### config.mk
export PLATFORM = sky130hd
export DESIGN_NAME = gcfd_field_decode
export DESIGN_NICKNAME = d
export VERILOG_FILES = /design/src/gcfd_pkg.sv /design/src/gcfd_field_decode.sv /design/src/gcfd_word_store.sv
export SDC_FILE = /design/constraint.sdc
export NUM_CORES = 1
export LEC_CHECK = 0
export ABC_AREA = 0
export BUFFER_PORTS_ARGS = -buffer_cell sky130_fd_sc_hd__buf_2
export CAP_MARGIN = 20
export CORE_MARGIN = 2
export CORE_UTILIZATION = 47
export CTS_BUF_LIST = sky130_fd_sc_hd__clkbuf_4 sky130_fd_sc_hd__clkbuf_8 sky130_fd_sc_hd__clkbuf_16
export CTS_CLUSTER_DIAMETER = 50
export DETAILED_ROUTE_END_ITERATION = 12
export GPL_TIMING_DRIVEN = 1
export PLACE_DENSITY = 0.81
export RECOVER_POWER = 100
export SLEW_MARGIN = 10
export SYNTH_ARGS = -nofsm -noshare
export SYNTH_HDL_FRONTEND = slang
export SYNTH_SLANG_ARGS = --single-unit
### constraint.sdc
create_clock -name clock_i -period 1.1 [get_ports clock_i]
set_input_delay 0.11 -clock clock_i [delete_from_list [all_inputs] [get_ports clock_i]]
set_output_delay 0.11 -clock clock_i [all_outputs]
set_load 0.05 [all_outputs]
### src/gcfd_pkg.sv
// Purpose: constants and carrier types for the control field decoder
// Assumes: low 25 bits of the control word are decoded here
// Notes:   field positions and reset values are defined in this package
package gcfd_pkg;

	// ---------------------------------------------------------------
	// word layout
	// ---------------------------------------------------------------
	localparam int          CTRL_W        = 47;
	localparam int          RUN_POS       = 0;
	localparam int          STD_LSB       = 1;
	localparam int          STD_W         = 3;
	localparam int          TEST_A_LSB    = 4;
	localparam int          TEST_A_W      = 3;
	localparam int          SRC_LSB       = 7;
	localparam int          SRC_W         = 2;
	localparam int          GAIN_POS      = 9;
	localparam int          TEST_B_LSB    = 10;
	localparam int          TEST_B_W      = 2;
	localparam int          FINE_LSB      = 12;
	localparam int          FINE_W        = 5;
	localparam int          COARSE_LSB    = 17;
	localparam int          COARSE_W      = 8;

	// ---------------------------------------------------------------
	// codes and values after reset
	// ---------------------------------------------------------------
	localparam logic [2:0]  STD_NTSC_1227 = 3'h0;
	localparam logic [2:0]  STD_NTSC_135  = 3'h1;
	localparam logic [2:0]  STD_PAL_135   = 3'h4;
	localparam logic [7:0]  COARSE_ALIGN  = 8'h7B;
	localparam logic [46:0] CTRL_RST      = 47'h0000_0000_0000;
	localparam logic [7:0]  COARSE_RST    = 8'h7B;

	typedef enum logic [1:0] {
		GCFD_STD_N1227 = 2'h0,
		GCFD_STD_N135  = 2'h1,
		GCFD_STD_P135  = 2'h2,
		GCFD_STD_RSVD  = 2'h3
	} gcfd_std_t;

	typedef enum logic [1:0] {
		GCFD_IN_ONE   = 2'h0,
		GCFD_IN_TWO   = 2'h1,
		GCFD_IN_THREE = 2'h2
	} gcfd_chan_t;

	// decoded settings handed to the datapath
	typedef struct packed {
		logic             run;
		gcfd_std_t        std;
		gcfd_chan_t       chan;
		logic             gain_boost;
		logic signed [4:0] fine_phase_offset;
		logic signed [8:0] coarse_line_offset;
		logic             test_bits_set;
	} gcfd_cfg_t;

endpackage : gcfd_pkg

### src/gcfd_field_decode.sv
// Purpose: decode soft run, standard, channel, gain and sync offsets
// Assumes: clock_i is the double-rate clock; shift port is asynchronous
// Notes:   outputs come from flip-flops; output enable and pixel clock gated by the soft run bit
`timescale 1ns/100ps
`default_nettype none
// Contract
// - run bit low: hold state machines, keep written word, outputs off
// - run bit high: run state machines, pixel clock and outputs
// - standard code 000, 001, 100 select formats; others reserved
// - channel 00 input one, 01 input two, 1x input three
// - gain bit low unity, high one and a half
// - fine phase is signed five bits, thirty-second pixel steps
// - fine phase zero no shift; 18h delays, 08h advances quarter
// - coarse offset eight bits, minus 123 to plus 132 cycles
// - coarse 7Bh aligns; each step above delays, below advances
// - shifted word becomes active on third clock after transfer rises
module gcfd_field_decode (
	input  wire logic                     clock_i,
	input  wire logic                     rst_n_i,
	input  wire logic                     transfer_i,
	input  wire logic [gcfd_pkg::CTRL_W-1:0] shift_word_i,
	output var gcfd_pkg::gcfd_cfg_t       cfg_o,
	output logic                          run_o,
	output logic                          out_enable_o,
	output logic                          pixel_rate_clock_o,
	output logic                          std_reserved_o,
	output logic [gcfd_pkg::CTRL_W-1:0]   active_word_o
);
	// ---------------------------------------------------------------
	// transfer edge capture
	// ---------------------------------------------------------------
	logic                          xfer_s1_r;
	logic                          xfer_s2_r;
	logic                          xfer_d_r;
	logic [gcfd_pkg::CTRL_W-1:0]   word_s1_r;
	logic [gcfd_pkg::CTRL_W-1:0]   word_s2_r;
	logic                          load;
	logic [gcfd_pkg::CTRL_W-1:0]   word;
	logic                          pix_div_r;
	gcfd_pkg::gcfd_cfg_t           cfg_nxt;

	// transfer is a pin-side level: two-flop synchroniser
	always_ff @(posedge clock_i or negedge rst_n_i) begin
		if (!rst_n_i) begin
			xfer_s1_r <= 1'b0;
			xfer_s2_r <= 1'b0;
			xfer_d_r  <= 1'b0;
		end else begin
			xfer_s1_r <= transfer_i;
			xfer_s2_r <= xfer_s1_r;
			xfer_d_r  <= xfer_s2_r;
		end
	end

	// shift word also comes from the port side: two flops before use
	always_ff @(posedge clock_i or negedge rst_n_i) begin
		if (!rst_n_i) begin
			word_s1_r <= '0;
			word_s2_r <= '0;
		end else begin
			word_s1_r <= shift_word_i;
			word_s2_r <= word_s1_r;
		end
	end

	// start (rising edge) of the synchronised transfer command loads the word
	assign load = xfer_s2_r & ~xfer_d_r;

	// ---------------------------------------------------------------
	// active word
	// ---------------------------------------------------------------
	// the store keeps the last written word while run is low
	gcfd_word_store #(
		.W(gcfd_pkg::CTRL_W)
	) u_store (
		.clock_i (clock_i),
		.rst_n_i (rst_n_i),
		.load_i  (load),
		.data_i  (word_s2_r),
		.word_o  (word)
	);

	assign active_word_o = word;

	// ---------------------------------------------------------------
	// field decode
	// ---------------------------------------------------------------
	function automatic gcfd_pkg::gcfd_std_t dec_std(input logic [2:0] c);
		case (c)
			gcfd_pkg::STD_NTSC_1227: dec_std = gcfd_pkg::GCFD_STD_N1227;
			gcfd_pkg::STD_NTSC_135:  dec_std = gcfd_pkg::GCFD_STD_N135;
			gcfd_pkg::STD_PAL_135:   dec_std = gcfd_pkg::GCFD_STD_P135;
			default:                 dec_std = gcfd_pkg::GCFD_STD_RSVD;
		endcase
	endfunction : dec_std

	function automatic gcfd_pkg::gcfd_chan_t dec_chan(input logic [1:0] c);
		case (c)
			2'h0:    dec_chan = gcfd_pkg::GCFD_IN_ONE;
			2'h1:    dec_chan = gcfd_pkg::GCFD_IN_TWO;
			default: dec_chan = gcfd_pkg::GCFD_IN_THREE;
		endcase
	endfunction : dec_chan

	// combinational decode of the active word
	always_comb begin
		cfg_nxt.run = word[gcfd_pkg::RUN_POS];
		cfg_nxt.std = dec_std(
			word[gcfd_pkg::STD_LSB +: gcfd_pkg::STD_W]);
		cfg_nxt.chan = dec_chan(
			word[gcfd_pkg::SRC_LSB +: gcfd_pkg::SRC_W]);
		cfg_nxt.gain_boost = word[gcfd_pkg::GAIN_POS];
		cfg_nxt.fine_phase_offset =
			word[gcfd_pkg::FINE_LSB +: gcfd_pkg::FINE_W];
		// signed offset in pixel cycles: code minus the align code
		cfg_nxt.coarse_line_offset = 9'(
			{1'b0, word[gcfd_pkg::COARSE_LSB +: gcfd_pkg::COARSE_W]}
			- {1'b0, gcfd_pkg::COARSE_ALIGN});
		cfg_nxt.test_bits_set =
			(|word[gcfd_pkg::TEST_A_LSB +: gcfd_pkg::TEST_A_W]) |
			(|word[gcfd_pkg::TEST_B_LSB +: gcfd_pkg::TEST_B_W]);
	end

	// registered settings, decoded from the active word
	always_ff @(posedge clock_i or negedge rst_n_i) begin
		if (!rst_n_i) begin
			cfg_o <= '0;
			cfg_o.coarse_line_offset <= 9'h000;
		end else begin
			cfg_o <= cfg_nxt;
		end
	end

	// ---------------------------------------------------------------
	// run control and pixel-rate clock
	// ---------------------------------------------------------------
	// run and output enable follow the soft run bit
	always_ff @(posedge clock_i or negedge rst_n_i) begin
		if (!rst_n_i) begin
			run_o          <= 1'b0;
			out_enable_o   <= 1'b0;
			std_reserved_o <= 1'b0;
		end else begin
			run_o          <= cfg_nxt.run;
			out_enable_o   <= cfg_nxt.run;
			std_reserved_o <= cfg_nxt.std == gcfd_pkg::GCFD_STD_RSVD;
		end
	end

	// half-rate divider, stopped and cleared while run is low
	always_ff @(posedge clock_i or negedge rst_n_i) begin
		if (!rst_n_i) begin
			pix_div_r <= 1'b0;
		end else if (!cfg_nxt.run) begin
			pix_div_r <= 1'b0;
		end else begin
			pix_div_r <= ~pix_div_r;
		end
	end

	assign pixel_rate_clock_o = pix_div_r;
endmodule : gcfd_field_decode
`default_nettype wire

### src/gcfd_word_store.sv
// Purpose: holds the active control word, loaded on a one-cycle strobe
// Assumes: load strobe comes from the same clock domain
// Notes:   without a load the last word written is kept
`timescale 1ns/100ps
`default_nettype none
module gcfd_word_store #(
	parameter int W = gcfd_pkg::CTRL_W
) (
	input  wire logic         clock_i,
	input  wire logic         rst_n_i,
	input  wire logic         load_i,
	input  wire logic [W-1:0] data_i,
	output logic      [W-1:0] word_o
);
	initial begin
		if (W < 25) begin
			$error("gcfd_word_store: word too narrow");
		end
	end

	// active word register
	always_ff @(posedge clock_i or negedge rst_n_i) begin
		if (!rst_n_i) begin
			word_o <= W'(gcfd_pkg::CTRL_RST);
		end else if (load_i) begin
			word_o <= data_i;
		end
	end
endmodule : gcfd_word_store
`default_nettype wire

==> results of run 1 <==
-- worst max path at each step --
stage / end / cells past startpoint
floorplan: cfg_o[7] / 4
global placement: u_store.word_o[2] / 3
detailed placement: u_store.word_o[2] / 3
CTS: active_word_o[17] / 2
global route: u_store.word_o[2] / 3
finish: active_word_o[17] / 2
-- power groups by stage --
| stage | Sequential [mW] | Combinational (mW) | Clock, mW |
|---|---|---|---|
| after CTS | 7.09 | 3.83 | 6.01 |
| after detailed placement | 7.16 | 2.78 | 0 |
| after global placement | 7.12 | 2.72 | 0 |
| after floorplan | 8.44 | 0.728 | 0 |
| after global routing | 7.15 | 4.12 | 6.34 |
| final | 7.10 | 3.95 | 5.90 |
-- critical path, cell delays in order, from the launching register on --
cell and delay, ps:
dfrtp_2 400, buf_6 120, buf_8 140
-- per-stage QoR --
stage / TNS, ps / cells / area (µm²)
after detailed placement: -6580 / 503 / 5870
after global routing: -18920 / 636 / 7810
after CTS: -14380 / 620 / 7710
after floorplan: -3200 / 255 / 5110
final: -12400 / 636 / 7810
after global placement: -5440 / 503 / 5870
-- cell families (layout without fill, tap and decap cells) --
kind of cell               Yosys count  count (layout)  synth area share
AOI/OAI and AO/OA                    4               4           0.00518
xor gates and xnor gates             6               6            0.0104
adders and majority gates            1               1           0.00246
buffers and inverters               16             261            0.0269
DFF                                167             167             0.823
muxes                               46              46             0.115
and+or+nand+nor                     15              15            0.0165
-- placed cells by master (no fill, tap or decap), types with 2 or more instances in the layout --
cell,Yosys,final
buf_12,1,2
buf_2,0,43
buf_4,11,38
buf_6,1,76
buf_8,1,2
bufinv_16,0,3
clkbuf_1,1,9
clkbuf_16,0,16
clkbuf_2,0,2
clkbuf_4,0,10
clkbuf_8,0,2
clkinv_2,0,2
clkinv_4,0,3
clkinvlp_4,0,2
dfrtp_1,167,158
dfrtp_2,0,9
dlygate4sd3_1,0,49
mux2_2,28,24
mux2_4,18,22
nand2_1,3,3
nor2_1,3,2
nor2b_1,2,2
or2_4,0,2
xnor2_1,4,4
xor2_1,2,2
-- cell type report --
cell class / count / area (µm²)
tap: 136 / 170
clock buffer: 21 / 450
clock inverter: 11 / 150
inverter: 1 / 3.75
sequential: 167 / 4190
timing repair buffer: 228 / 2010
multi-input combinational: 72 / 830
fill: 610 / 2610
-- state kept, by name, summed over array words and instances, names as in the netlist --
signal	cells
u_store.word_o	47
word_s1_r	47
word_s2_r	47
cfg_o	20
out_enable_o	1
pixel_rate_clock_o	1
std_reserved_o	1
xfer_d_r	1
xfer_s1_r	1
xfer_s2_r	1
-- metal layers --
metal  vias up  wire length [µm]
li1       1297                 -
met1      1433              3820
met2        87              5410
met3        20               458
met4         0               247
met5         -                 0
-- what timing repair did --
item	in CTS	in global routing
pin swaps	2	2
gates cloned	0	0
setup endpoints to repair	119	125
buffers inserted	36	17
hold endpoints to repair	215	0
hold buffers	49	0
gates resized for setup	151	8
==> results.json, run 1 <==
{
  "drcViolationCount": 0,
  "final_util": 0.750,
  "avgViaCountPerCell": 4.46,
  "path_class": "register to output port",
  "vdd_ir_drop_max_v": 0.00137,
  "cell_internal_pwr_mw": 12.0,
  "r2r_slack_ps": -180,
  "ioPinCount": 122,
  "reg2regPathDepth": 3,
  "num_vias": 2837,
  "routedWlPerCell_um": 15.6,
  "initial_core_util": 0.487,
  "endpoint_kind": "output port",
  "area_delta_synth_final_pct": 53.8,
  "post-synth-top-area-cell": "dfrtp_1",
  "cts.clk_slew.worst_paths_ps": 60,
  "num_antenna_cells": 0,
  "synth_edf_count": 0,
  "die_h_um": 108,
  "failed_checks": "setup timing",
  "place_congestion": 0.717,
  "routed_wl_mm": 9.94,
  "syn_inst": 255,
  "grt_max_degree": 62,
  "numCtsBuffers": 17,
  "crit_start": "u_store.word_o[17]",
  "cts-root-buf": "clkbuf_8",
  "synth_seq_area_share": 0.823,
  "cp.arrival_ps": 1170,
  "path_max_fanout": 2,
  "layout_setup_ws_ps": -179,
  "netlist_area_um2": 5080,
  "dr.first_iter.drc_count": 89,
  "ys_top_cells_by_count": "dfrtp_1 (167), mux2_2 (28), mux2_4 (18)",
  "r2r-start": "xfer_d_r",
  "hold_viol": 0,
  "pwr-share-comb": 0.233,
  "yosysMostFrequentCell": "dfrtp_1",
  "total_power_mw": 16.9,
  "cts_sinks": 167,
  "postRouteAntennaNets": 0,
  "synth_cell_types": 25,
  "synth_nets": 306,
  "clock_path_buffers": 2,
  "final.period_utilization": 1.16,
  "synth_area_leaders": "dfrtp_1 (82%), mux2_2 (6.2%), mux2_4 (5.3%)",
  "layout-drive-gt1-share": 0.534,
  "p_clk_frac": 0.348,
  "status": "finished, violations left",
  "syn_area_per_cell_um2": 19.9,
  "hp-class": "input port to asynchronous set/reset pin",
  "io_buffers": 121,
  "grt_pass1_wl_mm": 15.9,
  "firstDrtPassIters": 4,
  "slew_headroom": 0.627,
  "design.die.area_um2": 11600,
  "top_usage_layer": "met2",
  "power_switching_mw": 4.89,
  "clock_latency_ps": 510,
  "num_rows": 37,
  "ys_async_sr_fraction": 1.00,
  "die_w_um": 108,
  "critPathLaunchType": "register",
  "drv_cap": 0,
  "cellLeakagePower_nw": 3.66,
  "htreeDepth": 4,
  "grt_pass1_vias": 3104,
  "min_period_ps": 1280,
  "core_area_um2": 10400,
  "holdWs_ps": 116,
  "hpwl_mm": 5.32,
  "drv_slew": 0,
  "worstMarginPinSlew_ps": 560,
  "met2_usage": 0.324,
  "fmax_mhz": 782,
  "setup_viol": 121,
  "detailedPlace.worstSlack_ps": -191,
  "grt_util_all_layers": 0.189,
  "met1_usage": 0.215,
  "switching_share": 0.289,
  "pwr-share-seq": 0.419,
  "antenna_found_initial": 0,
  "synth_ff_type": "dfrtp_1",
  "worstPathRequired_ps": 990,
  "grt_overflow_total": 0,
  "use_met3": 0.0666,
  "rsz0062_at_grt": "yes",
  "skew_ps": 7.10,
  "tritoncts": "yes",
  "ys_seq_elements": 167,
  "fin_nets": 538,
  "powerDensity_nw_per_um2": 2170,
  "yosysWarnings": 0,
  "yosysTopAreaCellShare": 0.823,
  "r2r-end": "u_store.word_o[2]"
}
Note: power is estimated with default switching activity, not from simulation.
==> inputs of run 2 (changes only) <==
--- a/config.mk
+++ b/config.mk
@@ -6,7 +6,7 @@
 export NUM_CORES = 1
 export LEC_CHECK = 0
 export ABC_AREA = 0
-export BUFFER_PORTS_ARGS = -buffer_cell sky130_fd_sc_hd__buf_2
+export BUFFER_PORTS_ARGS = -buffer_cell sky130_fd_sc_hd__buf_4
 export CAP_MARGIN = 20
 export CORE_MARGIN = 2
 export CORE_UTILIZATION = 47
==> run 2 against run 1 <==
Against the previous run:
- the flow still finishes with violations (setup timing)
- routed wire length rose by 14%
- core utilization increased by 5.3 points
- combinational power rose by 7.6%
- sequential share of layout area decreased by 3.6 points
- fmax is 3.2% lower
- first-iteration DRC count down 13%
- critical path type is now register to register
- critical endpoint is now u_store.word_o[21]
- largest power group unchanged
==> results.json, run 2 (synthesis gave the netlist of run 1 again) <==
{
  "num_rows": 37,
  "io_buffers": 121,
  "slowest_delay_ps": 390,
  "failed_checks": "setup timing",
  "post_dp_cell_area_um2": 6200,
  "critPathLaunchType": "register",
  "path_max_fanout": 7,
  "worstMarginPinSlew_ps": 940,
  "p_clk_frac": 0.359,
  "ioPinCount": 122,
  "grt_pass1_vias": 3341,
  "cp_slowest_cell": "dfrtp_1",
  "placed_cells": 508,
  "cts_sinks": 167,
  "dr.first_iter.drc_count": 77,
  "fin_nets": 552,
  "hold_viol": 0,
  "area_delta_synth_final_pct": 64.8,
  "clock_latency_ps": 520,
  "detailedPlace.worstSlack_ps": -175,
  "holdWs_ps": 250,
  "tritoncts": "yes",
  "final.period_utilization": 1.20,
  "grt_util_all_layers": 0.205,
  "worstPathRequired_ps": 1490,
  "seqCellArea_um2": 4190,
  "powerDensity_nw_per_um2": 2120,
  "setup_viol": 125,
  "hp-class": "input port to register",
  "clock_path_buffers": 2,
  "place_congestion": 0.725,
  "crit_family": "flip-flops",
  "design.die.area_um2": 11600,
  "grt_pass1_wl_mm": 17.1,
  "layout_setup_ws_ps": -222,
  "r2r_slack_ps": -220,
  "numCtsBuffers": 17,
  "avgViaCountPerCell": 4.57,
  "rsz0062_at_grt": "yes",
  "cts.clk_slew.worst_paths_ps": 60,
  "htreeDepth": 4,
  "firstDrtPassIters": 4,
  "final_area_um2": 8360,
  "postRouteAntennaNets": 0,
  "pwr-share-comb": 0.240,
  "drv_slew": 0,
  "initial_core_util": 0.487,
  "skew_ps": 10.2,
  "fmax_mhz": 756,
  "path_class": "register to register",
  "min_period_ps": 1320,
  "antenna_found_initial": 0,
  "core_area_um2": 10400,
  "num_vias": 2963,
  "cts-root-buf": "clkbuf_8",
  "vdd_ir_drop_max_v": 0.00126,
  "grt_max_degree": 40,
  "hpwl_mm": 5.80,
  "status": "finished, violations left",
  "pwr-share-seq": 0.401,
  "routed_wl_mm": 11.3,
  "layout-drive-gt1-share": 0.563,
  "cellLeakagePower_nw": 3.96,
  "drcViolationCount": 0,
  "num_antenna_cells": 0,
  "multi_input_area_um2": 931,
  "final_cell_mix": "dfrtp_1 (157), buf_6 (76), clkbuf_4 (52)",
  "die_w_um": 108,
  "drv_cap": 0,
  "setup_tns_ps": -14350,
  "die_h_um": 108,
  "grt_overflow_total": 0,
  "slew_headroom": 0.373,
  "path_cells": "nor2b_4 -> buf_12 -> clkbuf_16 -> mux2_4",
  "power_switching_mw": 4.92,
  "cp.arrival_ps": 1710,
  "crit_buf_inv": 2,
  "top_regs": "u_store.word_o x47, word_s1_r x47, word_s2_r x47",
  "endpoint_kind": "register",
  "final_common_cell": "dfrtp_1",
  "cell_internal_pwr_mw": 12.8,
  "routedWlPerCell_um": 17.4,
  "instances_no_fill": 649,
  "switching_share": 0.278,
  "fillers": 519
}
==> run 2: cell types whose count changed in the layout (fill, tap and decap cells not counted), moves of 2 or more <==
cell / previous run / this run
buf_16: 0 / 5
mux2_2: 24 / 0
buf_12: 2 / 4
bufinv_16: 3 / 5
mux2_4: 22 / 46
clkbuf_16: 16 / 19
buf_2: 43 / 1
buf_4: 38 / 50
clkbuf_2: 2 / 0
clkbuf_1: 9 / 4
clkinv_4: 3 / 1
clkbuf_4: 10 / 52
==> run 2: layout make-up <==
type,instances,share of cell area
tap,136,0.0203
clock inverter,8,0.0205
clock buffer,23,0.0564
timing repair buffer,242,0.290
inverter,1,0.000449
multi-input combinational,72,0.111
sequential,167,0.501
==> run 2: final timing paths <==
kind | cells after the start | startpoint | endpoint
worst min-delay path | 2 | shift_word_i[34] | word_s1_r[34]
worst max register to register | 4 | xfer_d_r | u_store.word_o[21]
worst max-delay path | 4 | xfer_d_r | u_store.word_o[21]
worst min register to register | 0 | word_s1_r[20] | word_s2_r[20]
max in group asynchronous | 3 | rst_n_i | u_store.word_o[17]
min in group asynchronous | 2 | rst_n_i | word_s1_r[45]
==> run 2: repair_timing <==
action / CTS / global route
buffers inserted: 38 / 18
pin swaps: 3 / 6
gates cloned: 3 / 3
gates resized for setup: 113 / 12
hold buffers: 49 / 0
hold endpoints to repair: 215 / 0
setup endpoints to repair: 120 / 124
==> run 2: power groups by stage <==
stage,sequential (mW),combinational [mW],clock (mW)
floorplan,8.44,0.728,0
global placement,7.15,3.04,0
detailed placement,7.20,3.09,0
CTS,7.10,4.05,6.46
global route,7.15,4.44,6.81
finish,7.11,4.25,6.36
==> run 2: per-layer routing <==
| layer | share of wire | GRT usage | vias to the layer above |
|---|---|---|---|
| met4 | 0.016 | 0.0806 | 0 |
| met1 | 0.40 | 0.238 | 1536 |
| met5 | 0 | 0 | - |
| li1 | - | - | 1326 |
| met3 | 0.040 | 0.0557 | 13 |
| met2 | 0.55 | 0.361 | 88 |
==> run 2: metrics by stage <==
step                      total power, mW   util
final                                17.7  0.803
after global routing                 18.4  0.803
after floorplan                      9.17      -
after detailed placement             10.3  0.596
after CTS                            17.6  0.781
after global placement               10.2  0.596
